File: config.mk
export PLATFORM = sky130hd
export DESIGN_NAME = rta_time_alarm
export DESIGN_NICKNAME = d
export VERILOG_FILES = /design/src/include/rta_pkg.sv /design/src/rtl/rta_time_alarm.sv
export SDC_FILE = /design/constraint.sdc
export NUM_CORES = 1
export LEC_CHECK = 0
export BUFFER_PORTS_ARGS = -buffer_cell sky130_fd_sc_hd__buf_4
export CORE_MARGIN = 3
export CORE_UTILIZATION = 49
export DETAILED_ROUTE_END_ITERATION = 12
export GPL_ROUTABILITY_DRIVEN = 0
export PLACE_DENSITY = 0.73
export RECOVER_POWER = 25
export SYNTH_ARGS = -nofsm -noshare
export SYNTH_HDL_FRONTEND = slang
export SYNTH_SLANG_ARGS = --single-unit
File: constraint.sdc
create_clock -name core_clk_i -period 3.6 [get_ports core_clk_i]
set_clock_uncertainty 0.15 [all_clocks]
set_input_delay 0.18 -clock core_clk_i [delete_from_list [all_inputs] [get_ports core_clk_i]]
set_output_delay 0.18 -clock core_clk_i [all_outputs]
set_load 0.05 [all_outputs]
File: src/include/rta_pkg.sv
// Constants, register map and field layout of the real-time clock block
package rta_pkg;
  // Register offsets (SFR addresses)
  localparam logic [7:0] ADDR_ALARM_SUBSECOND = 8'hf2;
  localparam logic [7:0] ADDR_ALARM_SECOND = 8'hf3;
  localparam logic [7:0] ADDR_ALARM_MINUTE = 8'hf4;
  localparam logic [7:0] ADDR_ALARM_HOUR = 8'hf5;
  localparam logic [7:0] ADDR_CLOCK_CONTROL = 8'hf9;
  localparam logic [7:0] ADDR_TIME_SUBSECOND = 8'hfa;
  localparam logic [7:0] ADDR_TIME_SECOND = 8'hfb;
  localparam logic [7:0] ADDR_TIME_MINUTE = 8'hfc;
  localparam logic [7:0] ADDR_TIME_HOUR_WEEKDAY = 8'hfd;
  localparam logic [7:0] ADDR_DAY_COUNT_LOW = 8'hfe;
  localparam logic [7:0] ADDR_DAY_COUNT_HIGH = 8'hff;
  // Control register bit positions
  localparam int CTL_CMP_LSB = 4;
  localparam int CTL_READ_EN = 3;
  localparam int CTL_WRITE_EN = 2;
  localparam int CTL_IRQ_FLAG = 1;
  localparam int CTL_RTC_EN = 0;
  // Field limits
  localparam logic [5:0] SEC_MAX = 6'h3b;
  localparam logic [5:0] MIN_MAX = 6'h3b;
  localparam logic [4:0] HOUR_MAX = 5'h17;
  localparam logic [2:0] WDAY_OFF = 3'h0;
  localparam logic [2:0] WDAY_FIRST = 3'h1;
  localparam logic [2:0] WDAY_LAST = 3'h7;
  localparam logic [7:0] SUBSEC_RESET = 8'h00;
  // Timing
  localparam int CLK_HZ = 40000000;
  localparam real HOLD_WINDOW_MS = 1.95;
  localparam int HOLD_CYCLES = int'($floor(HOLD_WINDOW_MS * CLK_HZ / 1000.0));
  localparam real TICK_PERIOD_MS = 3.90625;
  localparam int TICK_CYCLES = int'($floor(TICK_PERIOD_MS * CLK_HZ / 1000.0));
  localparam int FIRST_TICK_CYCLES = HOLD_CYCLES;
  localparam int CNT_W = 20;
endpackage

File: src/rtl/rta_time_alarm.sv
// Real-time clock time access interlock, counters, alarm and weekday logic
//
// The implementer's own choice: the plain strobed port.
`timescale 1ns/1ps
module rta_time_alarm #(
  parameter int HOLD_CNT = rta_pkg::HOLD_CYCLES,
  parameter int TICK_CNT = rta_pkg::TICK_CYCLES,
  parameter int FIRST_CNT = rta_pkg::FIRST_TICK_CYCLES
) (
  input wire logic core_clk_i,
  input wire logic reset_n_i,
  input wire logic [7:0] addr_i,
  input wire logic [7:0] wdata_i,
  input wire logic wr_i,
  input wire logic rd_i,
  input wire logic timed_access_i,
  output logic [7:0] rdata_o,
  output logic alarm_irq_flag_o,
  output logic tick_o
);

  // ----------------------------------------------------------------
  // State
  // ----------------------------------------------------------------
  typedef struct packed {
    logic [7:0] alarm_subsecond;
    logic [7:0] alarm_second;
    logic [7:0] alarm_minute;
    logic [7:0] alarm_hour;
    logic [3:0] cmp_en;
    logic read_en;
    logic write_en;
    logic irq_flag;
    logic rtc_en;
    logic [7:0] time_subsecond;
    logic [5:0] time_second;
    logic [5:0] time_minute;
    logic [4:0] time_hour;
    logic [2:0] weekday_field;
    logic [15:0] day_count;
    logic [rta_pkg::CNT_W-1:0] tick_cnt;
    logic [rta_pkg::CNT_W-1:0] hold_cnt;
    logic tick_pending;
    logic alarmed_this_tick;
    logic [7:0] rdata;
    logic tick;
  } rta_state_t;

  rta_state_t st;
  rta_state_t next_st;

  // Compare one field; disabled counts as match, out-of-range never does
  function automatic logic field_match(input logic en, input logic [7:0] alarm,
                                       input logic [7:0] now, input logic [7:0] maxv);
    field_match = !en || ((alarm <= maxv) && (alarm == now));
  endfunction

  function automatic logic alarm_match(input rta_state_t s);
    alarm_match = field_match(s.cmp_en[3], s.alarm_subsecond, s.time_subsecond, 8'hff)
               && field_match(s.cmp_en[2], s.alarm_second, {2'h0, s.time_second}, {2'h0, rta_pkg::SEC_MAX})
               && field_match(s.cmp_en[1], s.alarm_minute, {2'h0, s.time_minute}, {2'h0, rta_pkg::MIN_MAX})
               && field_match(s.cmp_en[0], s.alarm_hour, {3'h0, s.time_hour}, {3'h0, rta_pkg::HOUR_MAX});
  endfunction

  logic access_on;
  logic access_drop;
  logic do_tick;
  logic wr_alarm;
  logic [7:0] ctl_rd;
  rta_state_t adv;

  assign access_on = st.read_en || st.write_en;
  assign ctl_rd = {st.cmp_en, st.read_en, st.write_en, st.irq_flag, st.rtc_en};

  // ----------------------------------------------------------------
  // Next state
  // ----------------------------------------------------------------
  always_comb begin
    next_st = st;
    next_st.tick = 1'b0;
    access_drop = 1'b0;
    do_tick = 1'b0;
    wr_alarm = 1'b0;
    adv = st;

    // Tick timer runs only while the clock is enabled
    if (st.rtc_en) begin
      if (st.tick_cnt == '0) begin
        next_st.tick_cnt = rta_pkg::CNT_W'(TICK_CNT - 1);
        if (access_on) begin
          next_st.tick_pending = 1'b1;
        end else begin
          do_tick = 1'b1;
        end
      end else begin
        next_st.tick_cnt = st.tick_cnt - 1'b1;
      end
    end

    // Access window timer and automatic read and write enable drop
    if (access_on) begin
      if (st.hold_cnt == '0) begin
        next_st.write_en = 1'b0;
        next_st.read_en = 1'b0;
      end else begin
        next_st.hold_cnt = st.hold_cnt - 1'b1;
      end
    end

    // Control register write
    if (wr_i && addr_i == rta_pkg::ADDR_CLOCK_CONTROL) begin
      next_st.cmp_en = wdata_i[7:rta_pkg::CTL_CMP_LSB];
      next_st.read_en = wdata_i[rta_pkg::CTL_READ_EN];
      next_st.rtc_en = wdata_i[rta_pkg::CTL_RTC_EN];
      if (timed_access_i) begin
        next_st.write_en = wdata_i[rta_pkg::CTL_WRITE_EN];
      end
      if (!wdata_i[rta_pkg::CTL_IRQ_FLAG]) begin
        next_st.irq_flag = 1'b0;
      end
      if (!access_on && (next_st.read_en || next_st.write_en)) begin
        next_st.hold_cnt = rta_pkg::CNT_W'(HOLD_CNT - 1);
      end
    end

    // Release of the access window
    if (access_on && !next_st.read_en && !next_st.write_en) begin
      access_drop = 1'b1;
      if (next_st.tick_pending) begin
        do_tick = 1'b1;
        next_st.tick_pending = 1'b0;
      end
    end
    if (st.write_en && !next_st.write_en) begin
      next_st.tick_cnt = rta_pkg::CNT_W'(FIRST_CNT - 1);
    end

    // Time register writes while write enable is set
    if (wr_i && st.write_en) begin
      if (addr_i == rta_pkg::ADDR_TIME_SECOND) begin
        next_st.time_second = wdata_i[5:0];
      end else if (addr_i == rta_pkg::ADDR_TIME_MINUTE) begin
        next_st.time_minute = wdata_i[5:0];
      end else if (addr_i == rta_pkg::ADDR_TIME_HOUR_WEEKDAY) begin
        next_st.time_hour = wdata_i[4:0];
        next_st.weekday_field = wdata_i[7:5];
      end else if (addr_i == rta_pkg::ADDR_DAY_COUNT_LOW) begin
        next_st.day_count[7:0] = wdata_i;
      end else if (addr_i == rta_pkg::ADDR_DAY_COUNT_HIGH) begin
        next_st.day_count[15:8] = wdata_i;
      end
    end

    // Alarm registers, always writable
    if (wr_i) begin
      if (addr_i == rta_pkg::ADDR_ALARM_SUBSECOND) begin
        next_st.alarm_subsecond = wdata_i;
        wr_alarm = 1'b1;
      end else if (addr_i == rta_pkg::ADDR_ALARM_SECOND) begin
        next_st.alarm_second = wdata_i;
        wr_alarm = 1'b1;
      end else if (addr_i == rta_pkg::ADDR_ALARM_MINUTE) begin
        next_st.alarm_minute = wdata_i;
        wr_alarm = 1'b1;
      end else if (addr_i == rta_pkg::ADDR_ALARM_HOUR) begin
        next_st.alarm_hour = wdata_i;
        wr_alarm = 1'b1;
      end
    end

    // Counter advance on a tick
    if (do_tick) begin
      next_st.tick = 1'b1;
      next_st.alarmed_this_tick = 1'b0;
      adv = next_st;
      adv.time_subsecond = next_st.time_subsecond + 1'b1;
      if (next_st.time_subsecond == 8'hff) begin
        if (next_st.time_second >= rta_pkg::SEC_MAX) begin
          adv.time_second = '0;
          if (next_st.time_minute >= rta_pkg::MIN_MAX) begin
            adv.time_minute = '0;
            if (next_st.time_hour >= rta_pkg::HOUR_MAX) begin
              adv.time_hour = '0;
              adv.day_count = next_st.day_count + 1'b1;
              if (next_st.weekday_field == rta_pkg::WDAY_LAST) begin
                adv.weekday_field = rta_pkg::WDAY_FIRST;
              end else if (next_st.weekday_field != rta_pkg::WDAY_OFF) begin
                adv.weekday_field = next_st.weekday_field + 1'b1;
              end
            end else begin
              adv.time_hour = next_st.time_hour + 1'b1;
            end
          end else begin
            adv.time_minute = next_st.time_minute + 1'b1;
          end
        end else begin
          adv.time_second = next_st.time_second + 1'b1;
        end
      end
      next_st.time_subsecond = adv.time_subsecond;
      next_st.time_second = adv.time_second;
      next_st.time_minute = adv.time_minute;
      next_st.time_hour = adv.time_hour;
      next_st.weekday_field = adv.weekday_field;
      next_st.day_count = adv.day_count;
      if (next_st.cmp_en != '0 && alarm_match(next_st)) begin
        next_st.irq_flag = 1'b1;
        next_st.alarmed_this_tick = 1'b1;
      end
    end else if (wr_alarm && !st.alarmed_this_tick && next_st.cmp_en != '0
                 && alarm_match(next_st)) begin
      next_st.irq_flag = 1'b1;
      next_st.alarmed_this_tick = 1'b1;
    end

    // Subsecond cleared when write enable drops
    if (st.write_en && !next_st.write_en) begin
      next_st.time_subsecond = rta_pkg::SUBSEC_RESET;
    end

    // No compare enables: flag cleared and blocked
    if (next_st.cmp_en == '0) begin
      next_st.irq_flag = 1'b0;
    end

    // Read data, valid the cycle after the strobe
    next_st.rdata = '0;
    if (rd_i) begin
      if (addr_i == rta_pkg::ADDR_ALARM_SUBSECOND) begin
        next_st.rdata = st.alarm_subsecond;
      end else if (addr_i == rta_pkg::ADDR_ALARM_SECOND) begin
        next_st.rdata = st.alarm_second;
      end else if (addr_i == rta_pkg::ADDR_ALARM_MINUTE) begin
        next_st.rdata = st.alarm_minute;
      end else if (addr_i == rta_pkg::ADDR_ALARM_HOUR) begin
        next_st.rdata = st.alarm_hour;
      end else if (addr_i == rta_pkg::ADDR_CLOCK_CONTROL) begin
        next_st.rdata = ctl_rd;
      end else if (st.read_en && addr_i == rta_pkg::ADDR_TIME_SUBSECOND) begin
        next_st.rdata = st.time_subsecond;
      end else if (st.read_en && addr_i == rta_pkg::ADDR_TIME_SECOND) begin
        next_st.rdata = {2'h0, st.time_second};
      end else if (st.read_en && addr_i == rta_pkg::ADDR_TIME_MINUTE) begin
        next_st.rdata = {2'h0, st.time_minute};
      end else if (st.read_en && addr_i == rta_pkg::ADDR_TIME_HOUR_WEEKDAY) begin
        next_st.rdata = {st.weekday_field, st.time_hour};
      end else if (st.read_en && addr_i == rta_pkg::ADDR_DAY_COUNT_LOW) begin
        next_st.rdata = st.day_count[7:0];
      end else if (st.read_en && addr_i == rta_pkg::ADDR_DAY_COUNT_HIGH) begin
        next_st.rdata = st.day_count[15:8];
      end
    end
  end

  // ----------------------------------------------------------------
  // Registers
  // ----------------------------------------------------------------
  always_ff @(posedge core_clk_i or negedge reset_n_i) begin
    if (!reset_n_i) begin
      st <= '0;
    end else begin
      st <= next_st;
    end
  end

  assign rdata_o = st.rdata;
  assign alarm_irq_flag_o = st.irq_flag;
  assign tick_o = st.tick;
endmodule

# Word level (Yosys, flattened, before mapping)
# Cells that the tools add are included.
[word_totals]
word_cells = 190
regBits = 135
[classes]
eq_ne = 21
reduce_logical = 56
muxes = 77
n_addsub = 8
order_cmp = 7
[op_table]
columns = ["op", "n"]
rows = [
  ["$mux 8", 23],
  ["$mux 20", 7],
  ["$mux 36", 3],
  ["$eq 8x8->1 const B", 12],
  ["$mux 24", 3],
  ["$mux 30", 2],
  ["$mux 44", 1],
  ["$logic_not 20->1", 2],
  ["$sub 20x1->20 const B", 2],
  ["$eq 8x6->1", 4],
  ["$mux 16", 2],
  ["$mux 32", 1],
  ["$logic_and 1x1->1", 30],
  ["$mux 1", 25],
  ["$mux 6", 4],
  ["$mux 19", 1],
  ["$add 16x1->16 const B", 1],
  ["$eq 8x5->1", 2],
  ["$eq 8x8->1", 2],
  ["$le 8x6->1 const B", 2],
  ["$add 6x1->6 const B", 2],
  ["$ge 6x6->1 const B", 2],
  ["$logic_or 1x1->1", 10],
  ["$add 8x1->8 const B", 1],
  ["other kinds (14)", 25],
]

# Logic depth before layout (Yosys ltp)
[depth]
word_depth = 25
ltp_mapped = 17
depth_no_buf = 14

# Least setup slack after synthesis
# No wires, ideal clock.
[synth_timing]
path_kind = "register -> register"
startpoint = "register st (netlist bit ctl_rd[2])"
endpoint = "register st (netlist bit alarm_irq_flag_o)"
arrival_time_ns = 3.670
setup_time_ns = 0.077
required_time_ns = 3.373
stages_incl_launch_ff = 16
n_path_buf = 1
slack_ns = -0.297
path_cell_list = "dfrtp_1 > nand4_2 > nor3_2 > clkbuf_1 > a21oi_1 > inv_1 > ha_1 > a21o_1 > nand2_1 > mux2i_1 > or3_1 > a21oi_1 > a2111o_1 > o41ai_2 > nand4_1 > a21oi_1"
[synth_lines]
columns = ["item", "line_no", "source"]
rows = [
  ["from (decl)", "rta_time_alarm.sv:49", "rta_state_t st;"],
  ["from (signal assigned)", "rta_time_alarm.sv:262", "st <= next_st;"],
]

==> flow_metrics.tcl <==
set metrics [dict create \
    status "finished, violations left" \
    violations "capacitance limit, slew limit, setup timing" \
    r2r_setup_slack_ps -130 \
    hpwl_mm 23.3 \
    synth.area.top_cells "dfrtp_1 35%, mux2i_1 4.9%, xnor2_1 4.2%" \
    num_io_pins 31 \
    cts_made_buffers 17 \
    die-height_microns 147 \
    crit_path_end_kind "flop" \
    design_area_sq_um 11700 \
    h-tree-depth 4 \
    antenna_found_initial 0 \
    yosysSeqAreaShare_pct 34.7 \
    leakagePower_nw 5.06 \
    async_flop_share_pct 100 \
    hold_depth 4 \
    grt_max_degree 77 \
    drt-total-wl_mm 32.5 \
    clock-root-buffer "clkbuf_16" \
    synth_area_leader_cell "dfrtp_1" \
    path_delay_family "compound AO/OA/AOI/OAI gates" \
    track_usage_pct 29.6 \
    io_buffers 30 \
    cpPeakStageDelay_ps 430 \
    drive_gt1_share_pct 21.9 \
    critPathArrivalTime_ps 3860 \
    die-area_sq_um 21600 \
    irDropWorstVdd_v 0.000276 \
    start_util_pct 50.9 \
    setup_viol 2 \
    finalHoldViolCount 0 \
    path_class "reg -> reg" \
    num_vias 9803 \
    clk_latency_ps 430 \
    netlist_top_cells_count "135 x dfrtp_1, 103 x nand2_1, 82 x nor2_1" \
    area_growth_pct 20.2 \
    reg2reg_from "ctl_rd[2]$_DFF_PN0_" \
    setup_ws_ps -130 \
    avgSynthCellArea_sq_um 8.64 \
    timing.rr.end "alarm_irq_flag_o$_DFF_PN0_" \
    worstHoldStart "wdata_i[0]" \
    synth-seq-cells 135 \
    slowest_stage "o311ai_1" \
    synthCells 1128 \
    hold_end "st[60]$_DFF_PN0_" \
    p_total_mw 4.23 \
    die_x_microns 147 \
    whs_ps 58.7 \
    required_ps 3730 \
    ys.flop_type "dfrtp_1" \
    cts_sinks 135 \
    drc 0 \
    slew_headroom_pct -39.4 \
    diodes 0 \
    ctsLongestPathBuffers 2 \
    grt_pass1_vias 9197 \
    nets 1264 \
    fmax_ghz 0.268 \
    fp-row-count 50 \
    cp_cell_sequence "nand4b_1 > buf_4 > o31ai_2 > and2_1 > inv_1 > ha_4 > a211oi_4 > nor4_4 > buf_4 > mux2_4 > nand2_1 > a211oi_1 > o311ai_1 > buf_4 > a32oi_1 > nand4_1 > a21oi_2" \
    synth_area_sq_um 9750 \
    min_period_over_period_pct 104 \
    yosysMostFrequentCell "dfrtp_1" \
    overflow 0 \
    hp-class "in -> reg" \
    synth-edff-count 0 \
    viasPerCell 6.52 \
    start_kind "flop" \
    p_per_area_nw_per_um2 361 \
    worst_slew_pin_slew_ps 2090 \
    place_area_sq_um 10800 \
    r2r_cells 17 \
    syn_nets 1161 \
    min_period_ps 3730 \
    antenna_left 0 \
    cap_violations 1 \
    critPathBufInv 4 \
    drt_pass1_iterations 7 \
    clk_pin_slew_ps 60 \
    final_cells 1504 \
    grt_pass1_wl_mm 50.7 \
    core_sq_um 19100 \
    cp_common_cell "buf_4" \
    yosysTopAreaCellShare_pct 34.7 \
    ys_warn_count 0 \
    synthDistinctLibCells 91 \
    drt_iter0_markers 1435 \
    dp.cells 1449 \
    routedWlPerCell_microns 21.6 \
    slew_violations 77 \
    cts_tree "done" \
    path_max_fanout 5 \
    rsz0062_at_grt "yes" \
    fillers 1644 \
]
where the power goes:
| group | switching [mW] | internal, mW | leakage [nW] | total (mW) |
|---|---|---|---|---|
| clock | 0.745 | 1.13 | 0.300 | 1.87 |
| sequential | 0.0883 | 1.59 | 1.69 | 1.68 |
| combinational | 0.413 | 0.264 | 3.06 | 0.677 |
cell families (layout without fill, tap and decap cells):
family | Yosys count | count (layout) | share of synthesized area [%]
and+or+nand+nor | 419 | 419 | 22.8
AOI/OAI and AO/OA | 282 | 282 | 19.2
DFF | 135 | 135 | 34.7
buffers and inverters | 116 | 232 | 5.52
xor gates and xnor gates | 83 | 83 | 7.46
muxes | 81 | 81 | 8.78
adders and majority gates | 12 | 12 | 1.54
through the flow:
stage / setup TNS [ps] / util (%) / setup slack, ps
after floorplan: 0 / - / 0.0819
after global placement: 0 / 56.3 / 50.5
after detailed placement: 0 / 56.3 / 2.30
after global routing: -617 / 61.2 / -221
after CTS: 0 / 60.1 / 2.24
final: -209 / 61.2 / -130
sequential cells by signal (all words and copies together) (netlist names):
| register | cells |
|---|---|
| st | 118 |
| tick_o | 1 |
| ctl_rd | 7 |
| alarm_irq_flag_o | 1 |
| rdata_o | 8 |
placed cells by master (no fill, tap or decap), types with 7 or more instances in the layout:
master,count
ha_1,9
mux2i_1,43
o21ai_0,68
inv_1,45
o31ai_1,14
xor2_1,36
buf_4,149
o221ai_1,9
nor3_1,27
nand2_1,101
mux2_2,31
a31oi_1,18
and2_1,7
and3_1,18
nand3_1,45
xnor2_1,47
nand2b_1,8
o211ai_1,8
dfrtp_1,135
or3_1,18
o22ai_1,14
nand4_1,28
nor2_1,80
a21oi_1,65
nor2b_1,14
clkbuf_16,17
nor4_1,14
routing by layer:
layer | up-vias | share of wire [%] | track usage [%]
li1 | 4384 | - | -
met1 | 4650 | 40 | 40.1
met2 | 630 | 44 | 44.4
met3 | 139 | 11 | 8.51
met4 | 0 | 4.9 | 12.7
met5 | - | 0 | 0
what timing repair did:
item / CTS / global route
gates resized for setup: 5 / 24
buffers inserted: 8 / 13
setup endpoints to repair: 1 / 16
pin swaps: 8 / 19
hold buffers: 2 / 0
hold endpoints to repair: 81 / 0
worst max path at each step:
| stage | depth (start not counted) | endpoint | slack, ps | from |
|---|---|---|---|---|
| final | 17 | alarm_irq_flag_o$_DFF_PN0_ | -130 | ctl_rd[2]$_DFF_PN0_ |
| after global routing | 15 | alarm_irq_flag_o$_DFF_PN0_ | -220 | ctl_rd[2]$_DFF_PN0_ |
| after CTS | 15 | alarm_irq_flag_o$_DFF_PN0_ | 2 | ctl_rd[2]$_DFF_PN0_ |
| after detailed placement | 14 | alarm_irq_flag_o$_DFF_PN0_ | 2 | ctl_rd[2]$_DFF_PN0_ |
| after global placement | 12 | alarm_irq_flag_o$_DFF_PN0_ | 50 | addr_i[2] |
| after floorplan | 16 | alarm_irq_flag_o$_DFF_PN0_ | 0.08 | addr_i[4] |
area by class of cell:
type                    instances  area (sq um)  area share (%)
inverters                      46           174            1.48
well taps                     260           325            2.78
multi-input cells             877          6050            51.6
clock buffers                  18           439            3.75
clock inverters                14           186            1.59
repair buffers                154          1170            9.95
flip-flops and latches        135          3380            28.8
worst reg2reg max path, delay by kind of cell (launching register included):
family | cells | cell delay (ps)
and+or+nand+nor | 5 | 790
muxes | 1 | 300
AOI/OAI and AO/OA | 6 | 1120
buffers and inverters | 4 | 640
adders and majority gates | 1 | 180
DFF | 1 | 420
Note: power is estimated with default switching activity, not from simulation.
